File: src/rtl/uart_port_map.vh
/*
  Constants for the single-channel UART host port: register offsets, field
  positions, reset values and timing counts. Assumes an 8 ns master clock.
*/
`ifndef UART_PORT_MAP_VH
`define UART_PORT_MAP_VH
// Register offsets on the 3-bit host address
`define ADR_DATA      3'h0
`define ADR_IER       3'h1
`define ADR_FCR       3'h2
`define ADR_LCR       3'h3
`define ADR_MCR       3'h4
`define ADR_LSR       3'h5
`define ADR_MSR       3'h6
`define ADR_SCR       3'h7
// Reset values, bank key and flow control characters
`define RST_ZERO      8'h00
`define RST_DIV_LO    8'h01
`define EBANK_KEY     8'hBF
`define XON_CHAR      8'h11
`define XOFF_CHAR     8'h13
// Field positions
`define LCR_DLAB      7
`define FCR_EN        0
`define FCR_RXCLR     1
`define FCR_TXCLR     2
`define IER_RX        0
`define IER_TX        1
`define MCR_DTR       0
`define MCR_RTS       1
`define MCR_XANY      5
`define MCR_PRESC     7
`define EFR_SWFC      3
`define EFR_ACTS      7
`define FEATURE_CONTROL_REG_AUTODIR  5
// Interrupt status codes
`define ISR_NONE      8'h01
`define ISR_THRE      8'h02
`define ISR_RXLVL     8'h04
`define ISR_RXTMO     8'h0C
// Trigger levels selected by the FIFO control fields
`define RXT0          5'h01
`define RXT1          5'h04
`define RXT2          5'h08
`define RXT3          5'h0E
`define TXT0          5'h01
`define TXT1          5'h04
`define TXT2          5'h08
`define TXT3          5'h0C
// Timing
`define RST_PULSE_NS   40
`define MCLK_PERIOD_NS 8
`define RST_CYC ((`RST_PULSE_NS + `MCLK_PERIOD_NS - 1) / `MCLK_PERIOD_NS)
`define RX_TMO_BITS   6'h28
`endif

File: src/rtl/uart_fifo.v
/*
  16 x 8 synchronous FIFO with level count. Assumes push is never issued
  when full and pop never when empty; the caller checks the flags.
*/
`timescale 1ns/1ps
module uart_fifo (
  input  wire       i_clk,
  input  wire       i_arst_n,
  input  wire       i_ce,
  input  wire       i_clr,
  input  wire       i_push,
  input  wire [7:0] i_wdata,
  input  wire       i_pop,
  output wire [7:0] o_rdata,
  output wire [4:0] o_count,
  output wire       o_full
);
  reg [7:0] mem [0:15];
  reg [3:0] wp_q;
  reg [3:0] rp_q;
  reg [4:0] cnt_q;

  assign o_rdata = mem[rp_q];
  assign o_count = cnt_q;
  assign o_full  = cnt_q[4];

  // Pointer and level bookkeeping
  always @(posedge i_clk or negedge i_arst_n)
  begin
    if (!i_arst_n)
    begin
      wp_q  <= 4'h0;
      rp_q  <= 4'h0;
      cnt_q <= 5'h00;
    end
    else if (i_ce)
    begin
      if (i_clr)
      begin
        wp_q  <= 4'h0;
        rp_q  <= 4'h0;
        cnt_q <= 5'h00;
      end
      else
      begin
        if (i_push)
          wp_q <= wp_q + 4'h1;
        if (i_pop)
          rp_q <= rp_q + 4'h1;
        if (i_push && !i_pop)
          cnt_q <= cnt_q + 5'h01;
        else if (i_pop && !i_push)
          cnt_q <= cnt_q - 5'h01;
      end
    end
  end

  // Storage, no reset needed
  always @(posedge i_clk)
  begin
    if (i_ce && i_push && !i_clr)
      mem[wp_q] <= i_wdata;
  end
endmodule

File: src/rtl/uart_baud.v
/*
  Baud generator: prescaler of 1 or 4, then a 16-bit integer divisor with a
  4-bit fraction in sixteenths. Emits a one-cycle sampling tick.
*/
`timescale 1ns/1ps
module uart_baud (
  input  wire        i_clk,
  input  wire        i_arst_n,
  input  wire        i_ce,
  input  wire        i_clr,
  input  wire        i_presc4,
  input  wire [15:0] i_div_int,
  input  wire [3:0]  i_div_frac,
  output reg         o_tick
);
  reg  [1:0]  pre_q;
  reg  [15:0] cnt_q;
  reg  [3:0]  acc_q;
  wire        pre_tick = !i_presc4 || (pre_q == 2'h3);
  wire [4:0]  acc_sum  = {1'b0, acc_q} + {1'b0, i_div_frac};
  // A zero divisor behaves as one
  wire [15:0] div_m1   = (i_div_int == 16'h0000) ? 16'h0000 : i_div_int - 16'h0001;

  // Fraction carry stretches one period by one prescaled clock cycle
  always @(posedge i_clk or negedge i_arst_n)
  begin
    if (!i_arst_n)
    begin
      pre_q  <= 2'h0;
      cnt_q  <= 16'h0000;
      acc_q  <= 4'h0;
      o_tick <= 1'b0;
    end
    else if (i_ce)
    begin
      if (i_clr)
      begin
        pre_q  <= 2'h0;
        cnt_q  <= 16'h0000;
        acc_q  <= 4'h0;
        o_tick <= 1'b0;
      end
      else
      begin
        pre_q  <= i_presc4 ? pre_q + 2'h1 : 2'h0;
        o_tick <= 1'b0;
        if (pre_tick)
        begin
          if (cnt_q == 16'h0000)
          begin
            o_tick <= 1'b1;
            acc_q  <= acc_sum[3:0];
            cnt_q  <= div_m1 + {15'h0000, acc_sum[4]};
          end
          else
            cnt_q <= cnt_q - 16'h0001;
        end
      end
    end
  end
endmodule

File: src/rtl/uart_port.v
/*
  Single-channel UART with host register port, 16-byte FIFOs, serial engine
  and interrupt pins. Host pins are sampled on I_MCLK, which also stands in
  for the oscillator input that feeds the baud generator.
  Assumes all host pins are synchronous to I_MCLK and that the reset pin
  is held active for longer than five clock periods.
*/
`timescale 1ns/1ps
`include "uart_port_map.vh"
module uart_port (
  input  wire       I_MCLK,
  input  wire       I_ARST_N,
  input  wire       I_CE,
  input  wire       I_RESET_PIN,
  input  wire       I_BUS_SEL,
  input  wire       I_CS_N,
  input  wire       I_READ_STROBE_N,
  input  wire       I_WRITE_STROBE_N,
  input  wire       I_RW_SEL,
  input  wire [2:0] I_ADDR,
  input  wire [7:0] I_DATA,
  input  wire       I_RX,
  input  wire       I_CTS_N,
  input  wire       I_DSR_N,
  input  wire       I_CD_N,
  input  wire       I_RI_N,
  output reg  [7:0] O_DATA,
  output reg        O_DATA_OE,
  output reg        O_TX,
  output reg        O_RTS_N,
  output reg        O_DTR_N,
  output reg        O_INT,
  output reg        O_TX_INT,
  output reg        O_TX_INT_INV
);
  localparam [3:0] S_IDLE  = 4'b0001;
  localparam [3:0] S_START = 4'b0010;
  localparam [3:0] S_DATA  = 4'b0100;
  localparam [3:0] S_STOP  = 4'b1000;
  localparam [31:0] RST_CYC_W = `RST_CYC;
  localparam [2:0]  RST_CYC   = RST_CYC_W[2:0];  // Count fits three bits

  // Reset pin filter: polarity follows the bus style
  reg  [2:0] rst_cnt_q;
  wire       rst_pin_act = I_BUS_SEL ? I_RESET_PIN : !I_RESET_PIN;
  wire       srst = rst_pin_act && (rst_cnt_q == RST_CYC);
  always @(posedge I_MCLK or negedge I_ARST_N)
  begin
    if (!I_ARST_N)
      rst_cnt_q <= 3'h0;
    else if (I_CE)
      rst_cnt_q <= !rst_pin_act ? 3'h0 : (srst ? rst_cnt_q : rst_cnt_q + 3'h1);
  end

  // Bus cycle framing by chip select and strobes or select line
  wire rd_act = !I_CS_N && (I_BUS_SEL ? !I_READ_STROBE_N : I_RW_SEL);
  wire wr_act = !I_CS_N && (I_BUS_SEL ? !I_WRITE_STROBE_N : !I_RW_SEL);
  reg  rd_act_q;
  reg  wr_act_q;
  reg  [2:0] rd_adr_q;
  wire wr_go   = wr_act && !wr_act_q;
  wire rd_done = rd_act_q && !rd_act;

  // Register file
  reg  [7:0] ier_q, fcr_q, lcr_q, mcr_q, scr_q, efr_q, feature_control_reg_q;
  reg  [7:0] div_lo_q, div_hi_q, dld_q;
  reg        oe_q, fe_q, xoff_q, tmo_q;
  wire       dlab  = lcr_q[`LCR_DLAB];
  wire       ebank = (lcr_q == `EBANK_KEY);
  wire       fen   = fcr_q[`FCR_EN];

  // FIFO wiring
  wire [7:0] tx_head, rx_head;
  wire [4:0] tx_cnt, rx_cnt;
  wire       tx_full, rx_full;
  wire       tx_pop;
  wire       rx_done;
  wire [7:0] rx_byte;
  wire       fcr_wr  = wr_go && (I_ADDR == `ADR_FCR) && !ebank && !dlab;
  wire       fen_chg = fcr_wr && (I_DATA[`FCR_EN] != fen);
  wire       tx_clr  = srst || fen_chg || (fcr_wr && I_DATA[`FCR_TXCLR]);
  wire       rx_clr  = srst || fen_chg || (fcr_wr && I_DATA[`FCR_RXCLR]);
  // With FIFOs off each side holds a single byte
  wire       tx_room = fen ? !tx_full : (tx_cnt == 5'h00);
  wire       rx_room = fen ? !rx_full : (rx_cnt == 5'h00);
  wire       tx_push = wr_go && (I_ADDR == `ADR_DATA) && !dlab && tx_room;
  wire       rx_push = rx_done && rx_room;
  wire       rx_pop  = rd_done && (rd_adr_q == `ADR_DATA) && !dlab && (rx_cnt != 5'h00);

  uart_fifo u_tx_fifo (
    .i_clk    (I_MCLK),
    .i_arst_n (I_ARST_N),
    .i_ce     (I_CE),
    .i_clr    (tx_clr),
    .i_push   (tx_push),
    .i_wdata  (I_DATA),
    .i_pop    (tx_pop),
    .o_rdata  (tx_head),
    .o_count  (tx_cnt),
    .o_full   (tx_full)
  );
  uart_fifo u_rx_fifo (
    .i_clk    (I_MCLK),
    .i_arst_n (I_ARST_N),
    .i_ce     (I_CE),
    .i_clr    (rx_clr),
    .i_push   (rx_push),
    .i_wdata  (rx_byte),
    .i_pop    (rx_pop),
    .o_rdata  (rx_head),
    .o_count  (rx_cnt),
    .o_full   (rx_full)
  );

  // Baud tick from the prescaled input clock
  wire tick;
  uart_baud u_baud (
    .i_clk      (I_MCLK),
    .i_arst_n   (I_ARST_N),
    .i_ce       (I_CE),
    .i_clr      (srst),
    .i_presc4   (mcr_q[`MCR_PRESC]),
    .i_div_int  ({div_hi_q, div_lo_q}),
    .i_div_frac (dld_q[3:0]),
    .o_tick     (tick)
  );

  // Sampling ratio 16X, 8X or 4X
  reg [4:0] os_len;
  always @*
  begin
    case (dld_q[5:4])
      2'h1:    os_len = 5'h08;
      2'h2:    os_len = 5'h04;
      default: os_len = 5'h10;
    endcase
  end
  wire [4:0] os_last = os_len - 5'h01;
  wire [2:0] nb_last = {1'b1, lcr_q[1:0]};

  // Trigger levels and interrupt conditions
  reg [4:0] rx_trig, tx_trig;
  always @*
  begin
    case (fcr_q[7:6])
      2'h0:    rx_trig = `RXT0;
      2'h1:    rx_trig = `RXT1;
      2'h2:    rx_trig = `RXT2;
      default: rx_trig = `RXT3;
    endcase
    case (fcr_q[5:4])
      2'h0:    tx_trig = `TXT0;
      2'h1:    tx_trig = `TXT1;
      2'h2:    tx_trig = `TXT2;
      default: tx_trig = `TXT3;
    endcase
  end
  wire rx_lvl  = fen ? (rx_cnt >= rx_trig) || tmo_q : (rx_cnt != 5'h00);
  wire tx_busy = fen ? (tx_cnt > tx_trig) : (tx_cnt != 5'h00);
  wire rx_irq  = rx_lvl && ier_q[`IER_RX];
  wire tx_irq  = !tx_busy && ier_q[`IER_TX];
  wire [7:0] irq_status_reg = {fen, fen, 6'h00} |
                   (tmo_q && rx_irq ? `ISR_RXTMO :
                    rx_irq ? `ISR_RXLVL : tx_irq ? `ISR_THRE : `ISR_NONE);
  wire       tx_st_idle;
  wire [7:0] line_status_reg = {1'b0, (tx_cnt == 5'h00) && tx_st_idle, tx_cnt == 5'h00,
                    1'b0, fe_q, 1'b0, oe_q, rx_cnt != 5'h00};
  wire [7:0] modem_status_reg = {!I_CD_N, !I_RI_N, !I_DSR_N, !I_CTS_N, 4'h0};

  // Read data selection
  reg [7:0] rdata;
  always @*
  begin
    case (I_ADDR)
      `ADR_DATA: rdata = dlab ? div_lo_q : rx_head;
      `ADR_IER:  rdata = dlab ? div_hi_q : ier_q;
      `ADR_FCR:  rdata = ebank ? efr_q : (dlab ? dld_q : irq_status_reg);
      `ADR_LCR:  rdata = lcr_q;
      `ADR_MCR:  rdata = mcr_q;
      `ADR_LSR:  rdata = line_status_reg;
      `ADR_MSR:  rdata = ebank ? feature_control_reg_q : modem_status_reg;
      default:   rdata = ebank ? {3'h0, rx_cnt} : scr_q;
    endcase
  end

  // Host writes and status flags; hardware sets win over read clears
  wire lsr_rd = rd_done && (rd_adr_q == `ADR_LSR);
  wire fe_set;
  reg  [5:0] tmo_cnt_q;
  reg  [4:0] bt_cnt_q;
  always @(posedge I_MCLK or negedge I_ARST_N)
  begin
    if (!I_ARST_N)
    begin
      {ier_q, fcr_q, lcr_q, mcr_q} <= {4{`RST_ZERO}};
      {scr_q, efr_q, feature_control_reg_q, div_hi_q, dld_q} <= {5{`RST_ZERO}};
      div_lo_q <= `RST_DIV_LO;
      {oe_q, fe_q, tmo_q, rd_act_q, wr_act_q} <= 5'h00;
      rd_adr_q <= 3'h0;
      tmo_cnt_q <= 6'h00;
      bt_cnt_q <= 5'h00;
    end
    else if (I_CE)
    begin
      if (srst)
      begin
        {ier_q, fcr_q, lcr_q, mcr_q} <= {4{`RST_ZERO}};
        {scr_q, efr_q, feature_control_reg_q, div_hi_q, dld_q} <= {5{`RST_ZERO}};
        div_lo_q <= `RST_DIV_LO;
        {oe_q, fe_q, tmo_q, rd_act_q, wr_act_q} <= 5'h00;
        tmo_cnt_q <= 6'h00;
        bt_cnt_q <= 5'h00;
      end
      else
      begin
        rd_act_q <= rd_act;
        wr_act_q <= wr_act;
        if (rd_act)
          rd_adr_q <= I_ADDR;
        if (wr_go)
        begin
          case (I_ADDR)
            `ADR_DATA: if (dlab) div_lo_q <= I_DATA;
            `ADR_IER:  if (dlab) div_hi_q <= I_DATA; else ier_q <= I_DATA;
            `ADR_FCR:  if (ebank) efr_q <= I_DATA; else if (dlab) dld_q <= I_DATA;
                       else fcr_q <= {I_DATA[7:3], 2'h0, I_DATA[0]};
            `ADR_LCR:  lcr_q <= I_DATA;
            `ADR_MCR:  mcr_q <= I_DATA;
            `ADR_MSR:  if (ebank) feature_control_reg_q <= I_DATA;
            `ADR_SCR:  if (!ebank) scr_q <= I_DATA;
            default:   scr_q <= scr_q;
          endcase
        end
        oe_q <= (rx_done && !rx_room) || (oe_q && !lsr_rd);
        fe_q <= fe_set || (fe_q && !lsr_rd);
        // Receive timeout after forty idle bit times with data waiting and FIFOs enabled
        bt_cnt_q <= !tick ? bt_cnt_q : (bt_cnt_q >= os_last ? 5'h00 : bt_cnt_q + 5'h01);
        if (rx_done || rx_pop || rx_cnt == 5'h00 || !fen)
        begin
          tmo_cnt_q <= 6'h00;
          tmo_q <= 1'b0;
        end
        else if (tick && bt_cnt_q >= os_last && tmo_cnt_q != `RX_TMO_BITS)
          tmo_cnt_q <= tmo_cnt_q + 6'h01;
        else if (tmo_cnt_q == `RX_TMO_BITS)
          tmo_q <= 1'b1;
      end
    end
  end

  // Transmitter: halted by received stop character or by clear-to-send
  reg  [3:0] tx_st_q;
  reg  [7:0] tx_sh_q;
  reg  [4:0] tx_os_q;
  reg  [2:0] tx_idx_q;
  wire tx_halt = (efr_q[`EFR_SWFC] && xoff_q) || (efr_q[`EFR_ACTS] && I_CTS_N);
  assign tx_st_idle = (tx_st_q == S_IDLE);
  assign tx_pop = tx_st_idle && !tx_halt && (tx_cnt != 5'h00) && !tx_clr;
  wire tx_end = tick && (tx_os_q == os_last);
  always @(posedge I_MCLK or negedge I_ARST_N)
  begin
    if (!I_ARST_N)
    begin
      tx_st_q <= S_IDLE;
      tx_sh_q <= 8'h00;
      tx_os_q <= 5'h00;
      tx_idx_q <= 3'h0;
      O_TX <= 1'b1;
    end
    else if (I_CE)
    begin
      if (srst)
      begin
        tx_st_q <= S_IDLE;
        O_TX <= 1'b1;
      end
      else
      begin
        if (tick)
          tx_os_q <= (tx_os_q == os_last) ? 5'h00 : tx_os_q + 5'h01;
        case (tx_st_q)
          S_IDLE:
            if (tx_pop)
            begin
              tx_sh_q <= tx_head;
              tx_os_q <= 5'h00;
              tx_idx_q <= 3'h0;
              O_TX <= 1'b0;
              tx_st_q <= S_START;
            end
          S_START:
            if (tx_end)
            begin
              O_TX <= tx_sh_q[0];
              tx_st_q <= S_DATA;
            end
          S_DATA:
            if (tx_end)
            begin
              tx_sh_q <= {1'b0, tx_sh_q[7:1]};
              tx_idx_q <= tx_idx_q + 3'h1;
              O_TX <= (tx_idx_q == nb_last) ? 1'b1 : tx_sh_q[1];
              if (tx_idx_q == nb_last)
                tx_st_q <= S_STOP;
            end
          S_STOP:
            if (tx_end)
              tx_st_q <= S_IDLE;
          default:
            tx_st_q <= S_IDLE;
        endcase
      end
    end
  end

  // Receiver: samples mid-bit; a low start sample must persist to mid-bit
  reg  [3:0] rx_st_q;
  reg  [7:0] rx_sh_q;
  reg  [4:0] rx_os_q;
  reg  [2:0] rx_idx_q;
  wire [4:0] rx_lim = (rx_st_q == S_START) ? {1'b0, os_len[4:1]} - 5'h01 : os_last;
  wire rx_smp = tick && (rx_os_q == rx_lim);
  assign rx_done = (rx_st_q == S_STOP) && rx_smp;
  assign fe_set  = rx_done && !I_RX;
  assign rx_byte = rx_sh_q >> (2'h3 - lcr_q[1:0]);
  always @(posedge I_MCLK or negedge I_ARST_N)
  begin
    if (!I_ARST_N)
    begin
      rx_st_q <= S_IDLE;
      rx_sh_q <= 8'h00;
      rx_os_q <= 5'h00;
      rx_idx_q <= 3'h0;
      xoff_q <= 1'b0;
    end
    else if (I_CE)
    begin
      if (srst)
      begin
        rx_st_q <= S_IDLE;
        xoff_q <= 1'b0;
      end
      else
      begin
        if (tick)
          rx_os_q <= rx_smp ? 5'h00 : rx_os_q + 5'h01;
        case (rx_st_q)
          S_IDLE:
            if (!I_RX)
            begin
              rx_os_q <= 5'h00;
              rx_idx_q <= 3'h0;
              rx_st_q <= S_START;
            end
          S_START:
            if (rx_smp)
              rx_st_q <= I_RX ? S_IDLE : S_DATA;
          S_DATA:
            if (rx_smp)
            begin
              rx_sh_q <= {I_RX, rx_sh_q[7:1]};
              rx_idx_q <= rx_idx_q + 3'h1;
              if (rx_idx_q == nb_last)
                rx_st_q <= S_STOP;
            end
          S_STOP:
            if (rx_smp)
              rx_st_q <= S_IDLE;
          default:
            rx_st_q <= S_IDLE;
        endcase
        // Software flow control on received characters
        if (rx_done && efr_q[`EFR_SWFC])
        begin
          if (rx_byte == `XOFF_CHAR)
            xoff_q <= 1'b1;
          else if (rx_byte == `XON_CHAR || mcr_q[`MCR_XANY])
            xoff_q <= 1'b0;
        end
      end
    end
  end

  // Registered pins: data bus, modem lines and interrupt levels
  always @(posedge I_MCLK or negedge I_ARST_N)
  begin
    if (!I_ARST_N)
    begin
      O_DATA <= 8'h00;
      O_DATA_OE <= 1'b0;
      O_RTS_N <= 1'b1;
      O_DTR_N <= 1'b1;
      O_INT <= 1'b0;
      O_TX_INT <= 1'b1;
      O_TX_INT_INV <= 1'b0;
    end
    else if (I_CE)
    begin
      if (srst)
      begin
        O_DATA_OE <= 1'b0;
        O_RTS_N <= 1'b1;
        O_DTR_N <= 1'b1;
        O_INT <= !I_BUS_SEL;
        O_TX_INT <= 1'b1;
        O_TX_INT_INV <= 1'b0;
      end
      else
      begin
        O_DATA <= rdata;
        O_DATA_OE <= rd_act;
        // Automatic direction: drive while a character is on the line
        O_RTS_N <= feature_control_reg_q[`FEATURE_CONTROL_REG_AUTODIR] ? tx_st_idle : !mcr_q[`MCR_RTS];
        O_DTR_N <= !mcr_q[`MCR_DTR];
        O_INT <= (rx_irq || tx_irq) ^ !I_BUS_SEL;
        O_TX_INT <= !tx_busy;
        O_TX_INT_INV <= tx_busy;
      end
    end
  end
endmodule

File: config.mk
export PLATFORM = sky130hd
export DESIGN_NAME = uart_port
export DESIGN_NICKNAME = d
export VERILOG_FILES = /design/src/rtl/uart_fifo.v /design/src/rtl/uart_baud.v /design/src/rtl/uart_port.v
export VERILOG_INCLUDE_DIRS = /design/src /design/src/rtl
export SDC_FILE = /design/constraint.sdc
export NUM_CORES = 1
export LEC_CHECK = 0
export CAP_MARGIN = 5
export CORE_AREA = 10 10 203 205
export CTS_CLUSTER_DIAMETER = 30
export DETAILED_ROUTE_END_ITERATION = 10
export DIE_AREA = 0 0 213 215
export DONT_BUFFER_PORTS = 1
export GPL_TIMING_DRIVEN = 0
export PLACE_DENSITY_LB_ADDON = 0.15
export SYNTH_ARGS = -nofsm -noshare
export SYNTH_HDL_FRONTEND = slang
export SYNTH_SLANG_ARGS = --single-unit
File: constraint.sdc
create_clock -name I_MCLK -period 9 [get_ports I_MCLK]
set_clock_uncertainty 0.05 [all_clocks]
set_input_delay 1.8 -clock I_MCLK [delete_from_list [all_inputs] [get_ports I_MCLK]]
set_output_delay 1.8 -clock I_MCLK [all_outputs]
set_load 0.01 [all_outputs]
# Word-level counts from Yosys, hierarchy flattened
# Memory sizes are Yosys's and may differ from the RTL's.
# Cells that the tools add are included.
[totals] output_inout_bits=15 register_bits=206 n_memories=2 input_bits=25 ramBits=256 elab_cells=438
[mem_list] name="u_rx_fifo.mem" words=16 word_bits=8 rd=1 rd_ports_with_merged_regs=0 wr=1 line_no="uart_fifo.v:18" rtl="reg [7:0] mem [0:15];"
[mem_list] name="u_tx_fifo.mem" words=16 word_bits=8 rd=1 rd_ports_with_merged_regs=0 wr=1 line_no="uart_fifo.v:18"
[classes] shifts=1 n_bitwise=3 n_eq_ne=52 n_lt_le_gt_ge=3 n_reduce_logical=157 muxes=152 n_addsub=23
[op_table] operator="$mux W8" count=45
[op_table] operator="$mux W4" count=24
[op_table] operator="$mux W5" count=18
[op_table] operator="$mux W16" count=4
[op_table] operator="$pmux W8 S7" count=1
[op_table] operator="$logic_and A1 B1 Y1" count=46
[op_table] operator="$reduce_bool A2 Y1" count=20
[op_table] operator="$mux W1" count=37
[op_table] operator="$logic_not A16 Y1" count=2
[op_table] operator="$pmux W4 S4" count=2
[op_table] operator="$sub A16 B1 Y16 const B" count=2
[op_table] operator="$logic_not A1 Y1" count=31
[op_table] operator="$ne A3 B3 Y1 const B" count=10
[op_table] operator="$reduce_and A4 Y1" count=7
[op_table] operator="$add A5 B1 Y5 const B" count=5
[op_table] operator="$reduce_and A5 Y1" count=5
[op_table] operator="$mux W3" count=8
[op_table] operator="$pmux W4 S3" count=2
[op_table] operator="$reduce_and A2 Y1" count=11
[op_table] operator="$eq A3 B3 Y1 const B" count=6
[op_table] operator="$mux W6" count=3
[op_table] operator="$reduce_and A3 Y1" count=6
[op_table] operator="$add A16 B1 Y16" count=1
[op_table] operator="$add A4 B1 Y4 const B" count=4
[op_table] operator="44 further kinds" count=91

# Longest topological paths before layout
# Gate-level depths: netlist (run 1).
[logic_depth] depth_word=16 mapped_depth=15 mapped_depth_nobuf=13

# Hierarchy
# From an unflattened synthesis (run 1), not the netlist that was laid out.
[unflattened] cells_unflattened=1850 area_unflattened_um2=22555.4
[by_module_without_submodules] mod="uart_fifo" cells_each=323 instances=2 seq_area_each_um2=4169.0 area_per_inst_um2=5889.4
[by_module_without_submodules] mod="uart_port" cells_each=912 instances=1 seq_area_each_um2=3862.5 area_per_inst_um2=8414.3
[by_module_without_submodules] mod="uart_baud" cells_each=292 instances=1 seq_area_each_um2=575.6 area_per_inst_um2=2362.3

# Worst setup path before layout (run 1)
# No wires, ideal clock.
[synth_timing] path_type="input to register" start="input port I_BUS_SEL" end="register u_tx_fifo.cnt_q[4] (netlist: u_tx_fifo.o_count[4])" slack_ps=4026 setup_ps=129 cell_stages=14 arrival_ps=4795 required_ps=8821 n_path_buf=3 cell_sequence="clkbuf_1 > nor2b_1 > a2111o_1 > buf_2 > o41ai_1 > clkbuf_1 > o21ai_0 > fa_1 > a21o_1 > a21oi_1 > nor2_1 > a21oi_1 > mux2i_1 > o2bb2ai_1"
[synth_between] elab_chain_cells=15 elab_cells_between_ends=25 cone_classes="mux (4); reduce/logical (21)"
[synth_lines] item="start: declaration" line_no="uart_port.v:15" rtl="input wire I_BUS_SEL,"
[synth_lines] item="$mux W1" line_no="uart_port.v:57" rtl="wire wr_act = !I_CS_N && (I_BUS_SEL ? !I_WRITE_STROBE_N : !I_RW_SEL);"
[synth_lines] item="$logic_and A1 B1 Y1" line_no="uart_port.v:57"
[synth_lines] item="$logic_and A1 B1 Y1" line_no="uart_port.v:61" rtl="wire wr_go = wr_act && !wr_act_q;"
[synth_lines] item="$logic_and A1 B1 Y1 (3 in a row)" line_no="uart_port.v:79" rtl="wire fcr_wr = wr_go && (I_ADDR == `ADR_FCR) && !ebank && !dlab;"
[synth_lines] item="$logic_and A1 B1 Y1" line_no="uart_port.v:80" rtl="wire fen_chg = fcr_wr && (I_DATA[`FCR_EN] != fen);"
[synth_lines] item="$logic_or A1 B1 Y1 (2 in a row)" line_no="uart_port.v:81" rtl="wire tx_clr = srst || fen_chg || (fcr_wr && I_DATA[`FCR_TXCLR]);"
[synth_lines] item="$logic_not A1 Y1" line_no="uart_port.v:258" rtl="assign tx_pop = tx_st_idle && !tx_halt && (tx_cnt != 5'h00) && !tx_clr;"
[synth_lines] item="$logic_and A1 B1 Y1" line_no="uart_port.v:258"
[synth_lines] item="$logic_not A1 Y1" line_no="uart_fifo.v:50" rtl="if (i_push && !i_pop)"
[synth_lines] item="$logic_and A1 B1 Y1" line_no="uart_fifo.v:50"
[synth_lines] item="$reduce_bool A3 Y1 (no source line) or $mux W5 (tied branches)"
[synth_lines] item="$reduce_and A2 Y1 (no source line) or $mux W5 (tied branches)"
[synth_lines] item="end signal: assignment" line_no="uart_fifo.v:51" rtl="cnt_q <= cnt_q + 5'h01;"
[synth_lines] item="end signal: assignment" line_no="uart_fifo.v:53" rtl="cnt_q <= cnt_q - 5'h01;"
[synth_lines] item="end: declaration" line_no="uart_fifo.v:21" rtl="reg [4:0] cnt_q;"
# Several ways; a longest one is shown, not always the timed one.
# A chain may end at the register's enable or synchronous reset.

# Worst setup path after layout (run 1)
# Ends and elaborated chain as after synthesis.

==> impl_metrics.ini, run 1 <==
[worst_setup_path]
timing.critical_path.from = I_BUS_SEL
worst-r2r-setup-slack_ps = 4750
cp-start-kind = primary input
worst-endpoint-required_ps = 9420
timing_worst_setup_path_type = primary input to flip-flop
worstSetupEndpointType = flip-flop
cp.arrival_ps = 6090
timing.critical_path.fanout_max = 10
worst_r2r_startpoint = u_rx_fifo.rp_q[0]$_DFFE_PN0P_

[synthesis]
async_set_or_reset_register_ratio_after_synthesis = 0.4423
syn_area_per_cell_um2 = 11.93
post_synth_instance_area_um2 = 22100
synth.net_count = 1928
gate_count_post_synth = 1852
yosys_warnings = 0
synth_cell_types = 89
ys_seq_elements = 459
synth_enable_flop_cells = 256
primary_ff_master_synth = sky130_fd_sc_hd__edfxtp_1
seq_area_frac_synth = 0.5780

[global_route]
grt_start_max_net_pins = 204
first_pass_grt_wire_length_mm = 96.01
grt_antenna_before_repair = 1
grtUsageTotal = 0.2753
grt_pass1_vias = 16050
remaining_global_route_overflow = 0

[placed_design]
detailed_placer_s_ending_hpwl_mm = 41.53
place_worst_setup_slack_ps = 2835
gp_congestion = 0.9577
dp.cells = 2331
numPortBuffers = 0

[job]
maxCapViolCount = 0

[die]
fp.dieArea_um2 = 45800
coreArea_um2 = 37220
initial_utilization = 0.5938
chipWidth_um = 213
rows = 71
ios = 40
chipHeight_um = 215

[layout]
areaGrowthSynthToFinish_pct = 17.48
mostFrequentLayoutCell = sky130_fd_sc_hd__edfxtp_1
largestRegisters = u_rx_fifo.mem: 128 flops, u_tx_fifo.mem: 128 flops, u_baud.cnt_q: 16 flops
utilization = 0.6976
post_route_cells_drive_above_1_share = 0.1409
insertedDiodeCount = 0
stdcell_count = 2497
final_net_count = 2026
layout.cells.most_common_list = sky130_fd_sc_hd__edfxtp_1 (256), sky130_fd_sc_hd__dfrtp_1 (196), sky130_fd_sc_hd__o21ai_0 (192), sky130_fd_sc_hd__nand2_1 (176), sky130_fd_sc_hd__nor2_1 (109)

[clocking]
cts_hold_repair.buffers = 0
worst_skew_pair.late_latency_ps = 620
tritoncts_clock_tree = built
cts_sinks = 459
h-tree-depth = 3
cts_resized = 0
cts_made_buffers = 90
cts-root-buf = sky130_fd_sc_hd__clkbuf_16
postCtsSetupBuffers = 0
clock_path_buffers = 3
path_clk_slew_ps = 50

[timing]
setup_viol = 0
max_slew.worst_pin.slew_ps = 1145
slew_headroom = 0.2169
final.min_clock_period_ps = 5664
unrepaired_setup_endpoints_after_global_routing = no
timing.fmax_mhz = 176.6
worst_slack_ps = 3336
timing_hold_violations_final = 0
timing.final.crit_share = 0.6293
timing.final.max_slew_violations = 0
timing.setup.tns_ps = 0

[pwr]
power_density_nw_per_um2 = 297.5
p_int_mw = 5.388
power_frac_clock = 0.449
combinationalPowerShare = 0.197
power.share.sequential = 0.355
sw_frac_of_total = 0.3024
fin_total_pwr_mw = 7.725
p_sw_mw = 2.336
cellLeakagePower_nw = 9.872
ir_drop_v = 0.0003320

[detailed_routing]
route.antenna.remaining_nets = 0
routed-via-count = 16320
route.detailed.wl_per_inst_um = 24.93
drt-pass1-iter-count = 7
drt-vias-per-instance = 6.535
drcViolationCount = 0
initialDrtViolationCount = 1951
drt-total-wl_mm = 62.26

[hold_path]
min_delay_src = tx_sh_q[7]$_DFFE_PN0P_
min-delay-path-class = flip-flop to flip-flop

[outcome]
run_status = completed
[cell usage after synthesis, drive strengths merged, types with 11 or more instances]
cell / n / area, um^2
nor2: 110 / 415.4
a21o: 20 / 150.1
a22o: 23 / 202.7
xor2: 16 / 140.1
nand4: 22 / 137.6
nor4: 21 / 167.7
o21ai: 204 / 1021
a22oi: 11 / 87.58
a211oi: 11 / 82.58
edfxtp: 256 / 7687
clkbuf: 83 / 312.8
nand2b: 14 / 87.58
o31ai: 14 / 105.1
nand2: 176 / 660.6
nor3: 40 / 200.2
a221oi: 19 / 166.4
inv: 57 / 214.0
and3: 13 / 81.33
dfrtp: 196 / 4905
nor2b: 12 / 75.07
and2: 32 / 200.2
a21oi: 78 / 390.4
xnor2: 27 / 236.5
mux4: 56 / 1261
nand3: 48 / 240.2
mux2i: 57 / 570.6
mux2: 19 / 217.7
ha: 48 / 600.6
buf: 18 / 85.08
[power groups by stage]
stage	clock, mW	sequential (mW)	combinational [mW]
global placement	0	2.75	1.43
detailed placement	0	2.76	1.47
CTS	3.49	2.73	1.49
global route	3.59	2.77	1.68
floorplan	0	2.66	1.12
finish	3.47	2.74	1.52
[kinds of logic (layout without fill, tap and decap cells)]
logic type / Yosys count / count (layout) / share of synthesized area
and+or+nand+nor: 546 / 546 / 0.1239
AOI/OAI and AO/OA: 461 / 461 / 0.1304
DFF: 459 / 459 / 0.5780
buffers and inverters: 159 / 330 / 0.02785
muxes: 132 / 132 / 0.09273
adders and majority gates: 51 / 51 / 0.02989
xor gates and xnor gates: 43 / 43 / 0.01704
other: 1 / 1 / 0.0001697
[cell type report]
cell class                 instances  area [um^2]
buffer                           101        397.9
clock buffer                     103         2382
clock inverter                    62        795.8
fill                            2626        11260
inverter                          58        217.7
multi-input combinational       1234         8757
sequential                       459        12780
tap                              474        593.1
timing repair buffer               6        45.04
[per-layer routing]
layer  track usage  up-vias  wire length, um
met1        0.3833     8138            25970
met4        0.1085        0             2349
met5             0        -                0
met2        0.4037      808            28000
met3       0.07393      150             5939
li1              -     7222                -
[critical path, cell delays in order]
cell and delay (ps):
sky130_fd_sc_hd__clkbuf_1 510, sky130_fd_sc_hd__nor2b_1 170, sky130_fd_sc_hd__a2111o_1 380, sky130_fd_sc_hd__buf_2 240, sky130_fd_sc_hd__o41ai_1 850, sky130_fd_sc_hd__clkbuf_1 450
sky130_fd_sc_hd__o21ai_0 300, sky130_fd_sc_hd__fa_1 480, sky130_fd_sc_hd__a21o_1 180, sky130_fd_sc_hd__a21oi_1 180, sky130_fd_sc_hd__nor2_1 60, sky130_fd_sc_hd__a21oi_1 210
sky130_fd_sc_hd__mux2i_1 200, sky130_fd_sc_hd__o2bb2ai_1 70
[through the flow]
step	instance area, um^2	hold WS [ps]
finish	25960	422.2
global route	25960	442.2
CTS	25940	421.2
detailed placement	22760	410.1
global placement	22700	407.9
floorplan	22100	365.6
[path summary, 6_finish.rpt]
| kind | cells past startpoint | endpoint |
|---|---|---|
| min in group asynchronous | 0 | u_baud.cnt_q[7]$_DFFE_PN0P_ |
| max in group asynchronous | 0 | u_rx_fifo.rp_q[1]$_DFFE_PN0P_ |
| worst min register to register | 1 | tx_sh_q[7]$_DFFE_PN0P_ |
| worst max register to register | 6 | O_DATA[0]$_DFFE_PN0P_ |
| worst max-delay path | 14 | u_tx_fifo.o_count[4]$_DFFE_PN0P_ |
| worst min-delay path | 1 | tx_sh_q[7]$_DFFE_PN0P_ |
Power figures use the tool's default switching activity.
==> run 2, diff against run 1 <==
Settings changed: CORE_AREA 10 10 203 205 to 10 10 207 209, DIE_AREA 0 0 213 215 to 0 0 217 219.
Clock period 9 ns to 4.88 ns, I/O delays scaled along.
==> impl_metrics.ini, run 2 (synthesized netlist as in run 1, its figures left out) <==
[outcome]
run_status = completed

[die]
initial_utilization = 0.5732
ios = 40
fp.dieArea_um2 = 47520
chipHeight_um = 219
coreArea_um2 = 38560
chipWidth_um = 217
rows = 72

[worst_setup_path]
timing_worst_setup_path_type = primary input to flip-flop
worstSetupEndpointType = flip-flop
cp.arrival_ps = 4780
cp-start-kind = primary input
worst-endpoint-required_ps = 5330
timing.critical_path.fanout_max = 10

[timing]
timing_hold_violations_final = 0
max_slew.worst_pin.slew_ps = 1079
setup_viol = 0
worst_slack_ps = 548.2
unrepaired_setup_endpoints_after_global_routing = no
timing.setup.tns_ps = 0
final.min_clock_period_ps = 4332
timing.final.max_slew_violations = 0
timing.fmax_mhz = 230.9
fin_hold_ws_ps = 21.52
slew_headroom = 0.2665
timing.final.crit_share = 0.8877

[clocking]
worst_skew_pair.late_latency_ps = 630
cts-root-buf = sky130_fd_sc_hd__clkbuf_16
tritoncts_clock_tree = built
clock_path_buffers = 3
path_clk_slew_ps = 50
cts_sinks = 459
cts_made_buffers = 95
h-tree-depth = 3

[detailed_routing]
routed-via-count = 16430
route.antenna.remaining_nets = 0
initialDrtViolationCount = 1856
drcViolationCount = 0
drt-total-wl_mm = 62.28
drt-vias-per-instance = 6.421
route.detailed.wl_per_inst_um = 24.34
drt-pass1-iter-count = 6

[pwr]
sw_frac_of_total = 0.3082
power_density_nw_per_um2 = 553.4
p_sw_mw = 4.480
combinationalPowerShare = 0.193
cellLeakagePower_nw = 9.967
fin_total_pwr_mw = 14.54
ir_drop_v = 0.0004003
power_frac_clock = 0.460
p_int_mw = 10.06
power.share.sequential = 0.347

[placed_design]
post_dp_cell_area_um2 = 22820
gp_congestion = 0.9558
numPortBuffers = 0
detailed_placer_s_ending_hpwl_mm = 41.53
dp.cells = 2375
place_worst_setup_slack_ps = -18.80

[layout]
insertedDiodeCount = 0
largestRegisters = u_rx_fifo.mem: 128 flops, u_tx_fifo.mem: 128 flops, u_baud.cnt_q: 16 flops
layout.cells.most_common_list = sky130_fd_sc_hd__edfxtp_1 (256), sky130_fd_sc_hd__dfrtp_1 (196), sky130_fd_sc_hd__o21ai_0 (192), sky130_fd_sc_hd__nand2_1 (176), sky130_fd_sc_hd__nor2_1 (109)
mostFrequentLayoutCell = sky130_fd_sc_hd__edfxtp_1
areaGrowthSynthToFinish_pct = 18.83
utilization = 0.6812
stdcell_count = 2559
layout.filler_cells = 2837
post_route_cells_drive_above_1_share = 0.1436
post-route-cell-area_um2 = 26260
final_net_count = 2034

[global_route]
grt_pass1_vias = 15990
grtUsageTotal = 0.2608
grt_start_max_net_pins = 202
grt_antenna_before_repair = 1
first_pass_grt_wire_length_mm = 95.87
remaining_global_route_overflow = 0

[job]
maxCapViolCount = 0

[hold_path]
min-delay-path-class = primary input to asynchronous set/reset pin
-- run 2: cell count changes in the layout (fill, tap and decap cells not counted), sizes merged --
cell / previous run / this run
bufinv: 14 / 12
clkbuf: 186 / 195
buf: 24 / 25
dlygate4sd3: 0 / 2
clkinv: 27 / 25
inv: 64 / 74
-- run 2: layout make-up --
type,count,area (um^2),area share
flip-flops and latches,459,12780,0.4864
multi-input cells,1234,8757,0.3334
clock buffers,112,2502,0.09528
clock inverters,68,888.4,0.03382
well taps,518,648.1,0.02468
plain buffers,101,397.9,0.01515
inverters,58,217.7,0.008289
repair buffers,9,76.32,0.002906
-- run 2: routing by layer --
metal	track usage	vias up	wire, um
met5	0	-	10
met4	0.1072	2	2273
met3	0.05722	144	5540
met2	0.4006	788	28530
met1	0.3555	8248	25920
li1	-	7249	-
-- run 2: repair_timing --
item,CTS,global route
gates resized for setup,0,0
hold endpoints to repair,3,5
buffers inserted,0,0
hold buffers,1,1
-- run 2: path summary, 6_finish.rpt --
check,from,endpoint,slack (ps),depth (start not counted)
worst max-delay path,I_BUS_SEL,u_tx_fifo.o_count[4]$_DFFE_PN0P_,550,14
worst min-delay path,I_ARST_N,u_tx_fifo.rp_q[2]$_DFFE_PN0P_,20,0
worst max register to register,lcr_q[7]$_DFFE_PN0P_,u_tx_fifo.o_count[4]$_DFFE_PN0P_,740,12
worst min register to register,mcr_q[0]$_DFFE_PN0P_,O_DTR_N$_DFFE_PN1P_,420,1
max in group asynchronous,I_ARST_N,u_rx_fifo.rp_q[2]$_DFFE_PN0P_,3810,1
min in group I_MCLK,I_DATA[0],u_tx_fifo.mem[15][0]$_DFFE_PP_,390,0
-- run 2: power groups by stage --
| stage | Sequential [mW] | Clock [mW] | Combinational [mW] |
|---|---|---|---|
| 2_1_floorplan | 4.91 | 0 | 2.07 |
| 3_3_place_gp | 5.07 | 0 | 2.64 |
| 3_5_place_dp | 5.08 | 0 | 2.73 |
| 4_1_cts | 5.02 | 6.73 | 2.76 |
| 5_1_grt | 5.09 | 6.95 | 3.08 |
| 6_report | 5.04 | 6.69 | 2.80 |
-- run 2: worst max-delay path, stage by stage --
cell and delay [ps]:
sky130_fd_sc_hd__clkbuf_1 270, sky130_fd_sc_hd__nor2b_1 130, sky130_fd_sc_hd__a2111o_1 350, sky130_fd_sc_hd__buf_2 230, sky130_fd_sc_hd__o41ai_1 660, sky130_fd_sc_hd__clkbuf_1 450
sky130_fd_sc_hd__o21ai_0 320, sky130_fd_sc_hd__fa_1 510, sky130_fd_sc_hd__a21o_1 180, sky130_fd_sc_hd__a21oi_1 160, sky130_fd_sc_hd__nor2_1 50, sky130_fd_sc_hd__a21oi_1 210
sky130_fd_sc_hd__mux2i_1 200, sky130_fd_sc_hd__o2bb2ai_1 70
==> run 3, diff against run 2 <==
--- a/config.mk
+++ b/config.mk
@@ -8,8 +8,8 @@
 export LEC_CHECK = 0
 export CAP_MARGIN = 5
-export CORE_AREA = 10 10 207 209
+export CORE_AREA = 10 10 212 214
 export CTS_CLUSTER_DIAMETER = 30
 export DETAILED_ROUTE_END_ITERATION = 10
-export DIE_AREA = 0 0 217 219
+export DIE_AREA = 0 0 222 224
 export DONT_BUFFER_PORTS = 1
 export GPL_TIMING_DRIVEN = 0
==> constraint.sdc (replaced) <==
create_clock -name I_MCLK -period 4.88 [get_ports I_MCLK]
set_clock_uncertainty 0.05 [all_clocks]
set_input_delay 0 -clock I_MCLK [delete_from_list [all_inputs] [get_ports I_MCLK]]
set_output_delay 0 -clock I_MCLK [all_outputs]
set_load 0.01 [all_outputs]
==> impl_metrics.ini, run 3 (synthesized netlist as in run 1, its figures left out) <==
[placed_design]
place_worst_setup_slack_ps = 672.6
gp_congestion = 0.9531
detailed_placer_s_ending_hpwl_mm = 41.80
numPortBuffers = 0

[worst_setup_path]
critical-path-max-stage-delay_ps = 1070
worst_r2r_startpoint = u_rx_fifo.rp_q[0]$_DFFE_PN0P_
crit_path_frequent_cell = sky130_fd_sc_hd__mux4_2
cp-start-kind = flip-flop
worst-path-buf-inv = 2
cp.arrival_ps = 4590
timing_worst_setup_path_type = flip-flop to flip-flop
worstSetupEndpointType = flip-flop
timing.critical_path.from = u_rx_fifo.rp_q[0]$_DFFE_PN0P_
crit_chain = clkbuf_1 -> buf_1 -> mux4_2 -> mux4_2 -> a2111oi_0 -> o22ai_1
critical_path.slowest_cell = sky130_fd_sc_hd__a2111oi_0
worst-endpoint-required_ps = 5290
timing.critical_path.fanout_max = 10
critical_path.top_delay_family = compound AO/OA/AOI/OAI gates

[clocking]
cts_resized = 0
clock_path_buffers = 3
cts_made_buffers = 99
cts-root-buf = sky130_fd_sc_hd__clkbuf_16
worst_skew_pair.late_latency_ps = 630
h-tree-depth = 3
cts_sinks = 459
path_clk_slew_ps = 50
tritoncts_clock_tree = built

[die]
chipWidth_um = 222
coreArea_um2 = 40550
chipHeight_um = 224
rows = 74
ios = 40
initial_utilization = 0.5450
fp.dieArea_um2 = 49730

[timing]
worst_slack_ps = 703.3
timing_hold_violations_final = 0
final.min_clock_period_ps = 4177
unrepaired_setup_endpoints_after_global_routing = no
timing.fmax_mhz = 239.4
timing.final.crit_share = 0.8559
timing.final.max_slew_violations = 0
slew_headroom = 0.1658
max_slew.worst_pin.slew_ps = 1238
setup_viol = 0

[detailed_routing]
initialDrtViolationCount = 1966
drcViolationCount = 0
drt-total-wl_mm = 63.30
route.detailed.wl_per_inst_um = 24.29
routed-via-count = 16430
drt-pass1-iter-count = 5
route.antenna.remaining_nets = 0
drt-vias-per-instance = 6.306

[hold_path]
min-delay-path-class = primary input to asynchronous set/reset pin

[layout]
areaGrowthSynthToFinish_pct = 21.16
layout.filler_cells = 2994
layout.cells.most_common_list = sky130_fd_sc_hd__edfxtp_1 (256), sky130_fd_sc_hd__dfrtp_1 (196), sky130_fd_sc_hd__o21ai_0 (192), sky130_fd_sc_hd__nand2_1 (176), sky130_fd_sc_hd__nor2_1 (109)
mostFrequentLayoutCell = sky130_fd_sc_hd__edfxtp_1
largestRegisters = u_rx_fifo.mem: 128 flops, u_tx_fifo.mem: 128 flops, u_baud.cnt_q: 16 flops
final_net_count = 2065
post_route_cells_drive_above_1_share = 0.1453

[global_route]
grt_antenna_before_repair = 1
first_pass_grt_wire_length_mm = 97.37
grt_pass1_vias = 16190
grt_start_max_net_pins = 204
remaining_global_route_overflow = 0
grtUsageTotal = 0.2513

[job]
maxCapViolCount = 0

[pwr]
fin_total_pwr_mw = 15.08
power_density_nw_per_um2 = 563.3
ir_drop_v = 0.0003720
cellLeakagePower_nw = 10.23

[outcome]
run_status = completed
## run 3: cell count changes in the layout (fill, tap and decap cells not counted), moves of 4 or more
cell                            previous run  this run
sky130_fd_sc_hd__clkinv_16                 4         0
sky130_fd_sc_hd__clkbuf_16                96       100
sky130_fd_sc_hd__clkbuf_1                 94        90
sky130_fd_sc_hd__bufinv_16                12        21
sky130_fd_sc_hd__inv_6                    17         4
sky130_fd_sc_hd__dlygate4sd3_1             2        27
sky130_fd_sc_hd__clkinv_2                  7        17
## run 3: final timing paths
check / cells after the start / endpoint / slack, ps
hold reg to reg: 1 / O_DTR_N$_DFFE_PN1P_ / 410
hold / removal: 2 / u_baud.cnt_q[2]$_DFFE_PN0P_ / 8
max in group asynchronous: 2 / tmo_cnt_q[0]$_DFFE_PN0P_ / 3910
setup / recovery: 6 / O_DATA[0]$_DFFE_PN0P_ / 700
setup reg to reg: 6 / O_DATA[0]$_DFFE_PN0P_ / 700
min in group I_MCLK: 4 / O_DATA_OE$_DFFE_PN0P_ / 30
## run 3: stage by stage
stage / hold WS (ps) / utilization / TNS (ps) / std cells / cell area, um^2
2_1_floorplan: -345.6 / - / 0 / 1852 / 22100
3_3_place_gp: -338.1 / 0.5614 / -102.4 / 2384 / 22770
3_5_place_dp: -334.7 / 0.5633 / 0 / 2390 / 22840
4_1_cts: 16.20 / 0.6596 / 0 / 2602 / 26750
5_1_grt: 15.29 / 0.6603 / 0 / 2605 / 26780
6_report: 7.558 / 0.6603 / 0 / 2606 / 26780
## run 3: report_power, final
| part | leakage [nW] | switching, mW | internal [mW] | total [mW] |
|---|---|---|---|---|
| combinational | 3.50 | 1.75 | 1.13 | 2.88 |
| clock | 1.74 | 2.21 | 4.94 | 7.16 |
| sequential | 4.99 | 0.482 | 4.56 | 5.04 |
## run 3: routing by layer
layer / routed length [um] / GRT usage
met4: 2117 / 0.09655
met1: 26830 / 0.3401
met3: 5225 / 0.05873
met5: 0 / 0
met2: 29140 / 0.3876
## run 3: what timing repair did
item | 4_1_cts | 5_1_grt
endpoints found under the hold margin | 439 | 0
buffers inserted | 0 | 0
hold buffers | 28 | 0
## run 3: area by class of cell
cell class | count | area, um^2 | share of cell area
inverter | 58 | 217.7 | 0.008130
timing repair buffer | 36 | 357.8 | 0.01336
antenna | 2 | 5.005 | 0.0001869
buffer | 101 | 397.9 | 0.01486
multi-input combinational | 1234 | 8753 | 0.3269
clock inverter | 71 | 1005 | 0.03752
sequential | 459 | 12780 | 0.4771
tap | 532 | 665.6 | 0.02486
clock buffer | 113 | 2601 | 0.09714
## run 3: worst reg2reg max path: stages, from the launching register on
cell                        delay (ps)
sky130_fd_sc_hd__dfrtp_1           350
sky130_fd_sc_hd__clkbuf_1          510
sky130_fd_sc_hd__buf_1             700
sky130_fd_sc_hd__mux4_2            610
sky130_fd_sc_hd__mux4_2            560
sky130_fd_sc_hd__a2111oi_0        1070
sky130_fd_sc_hd__o22ai_1           160
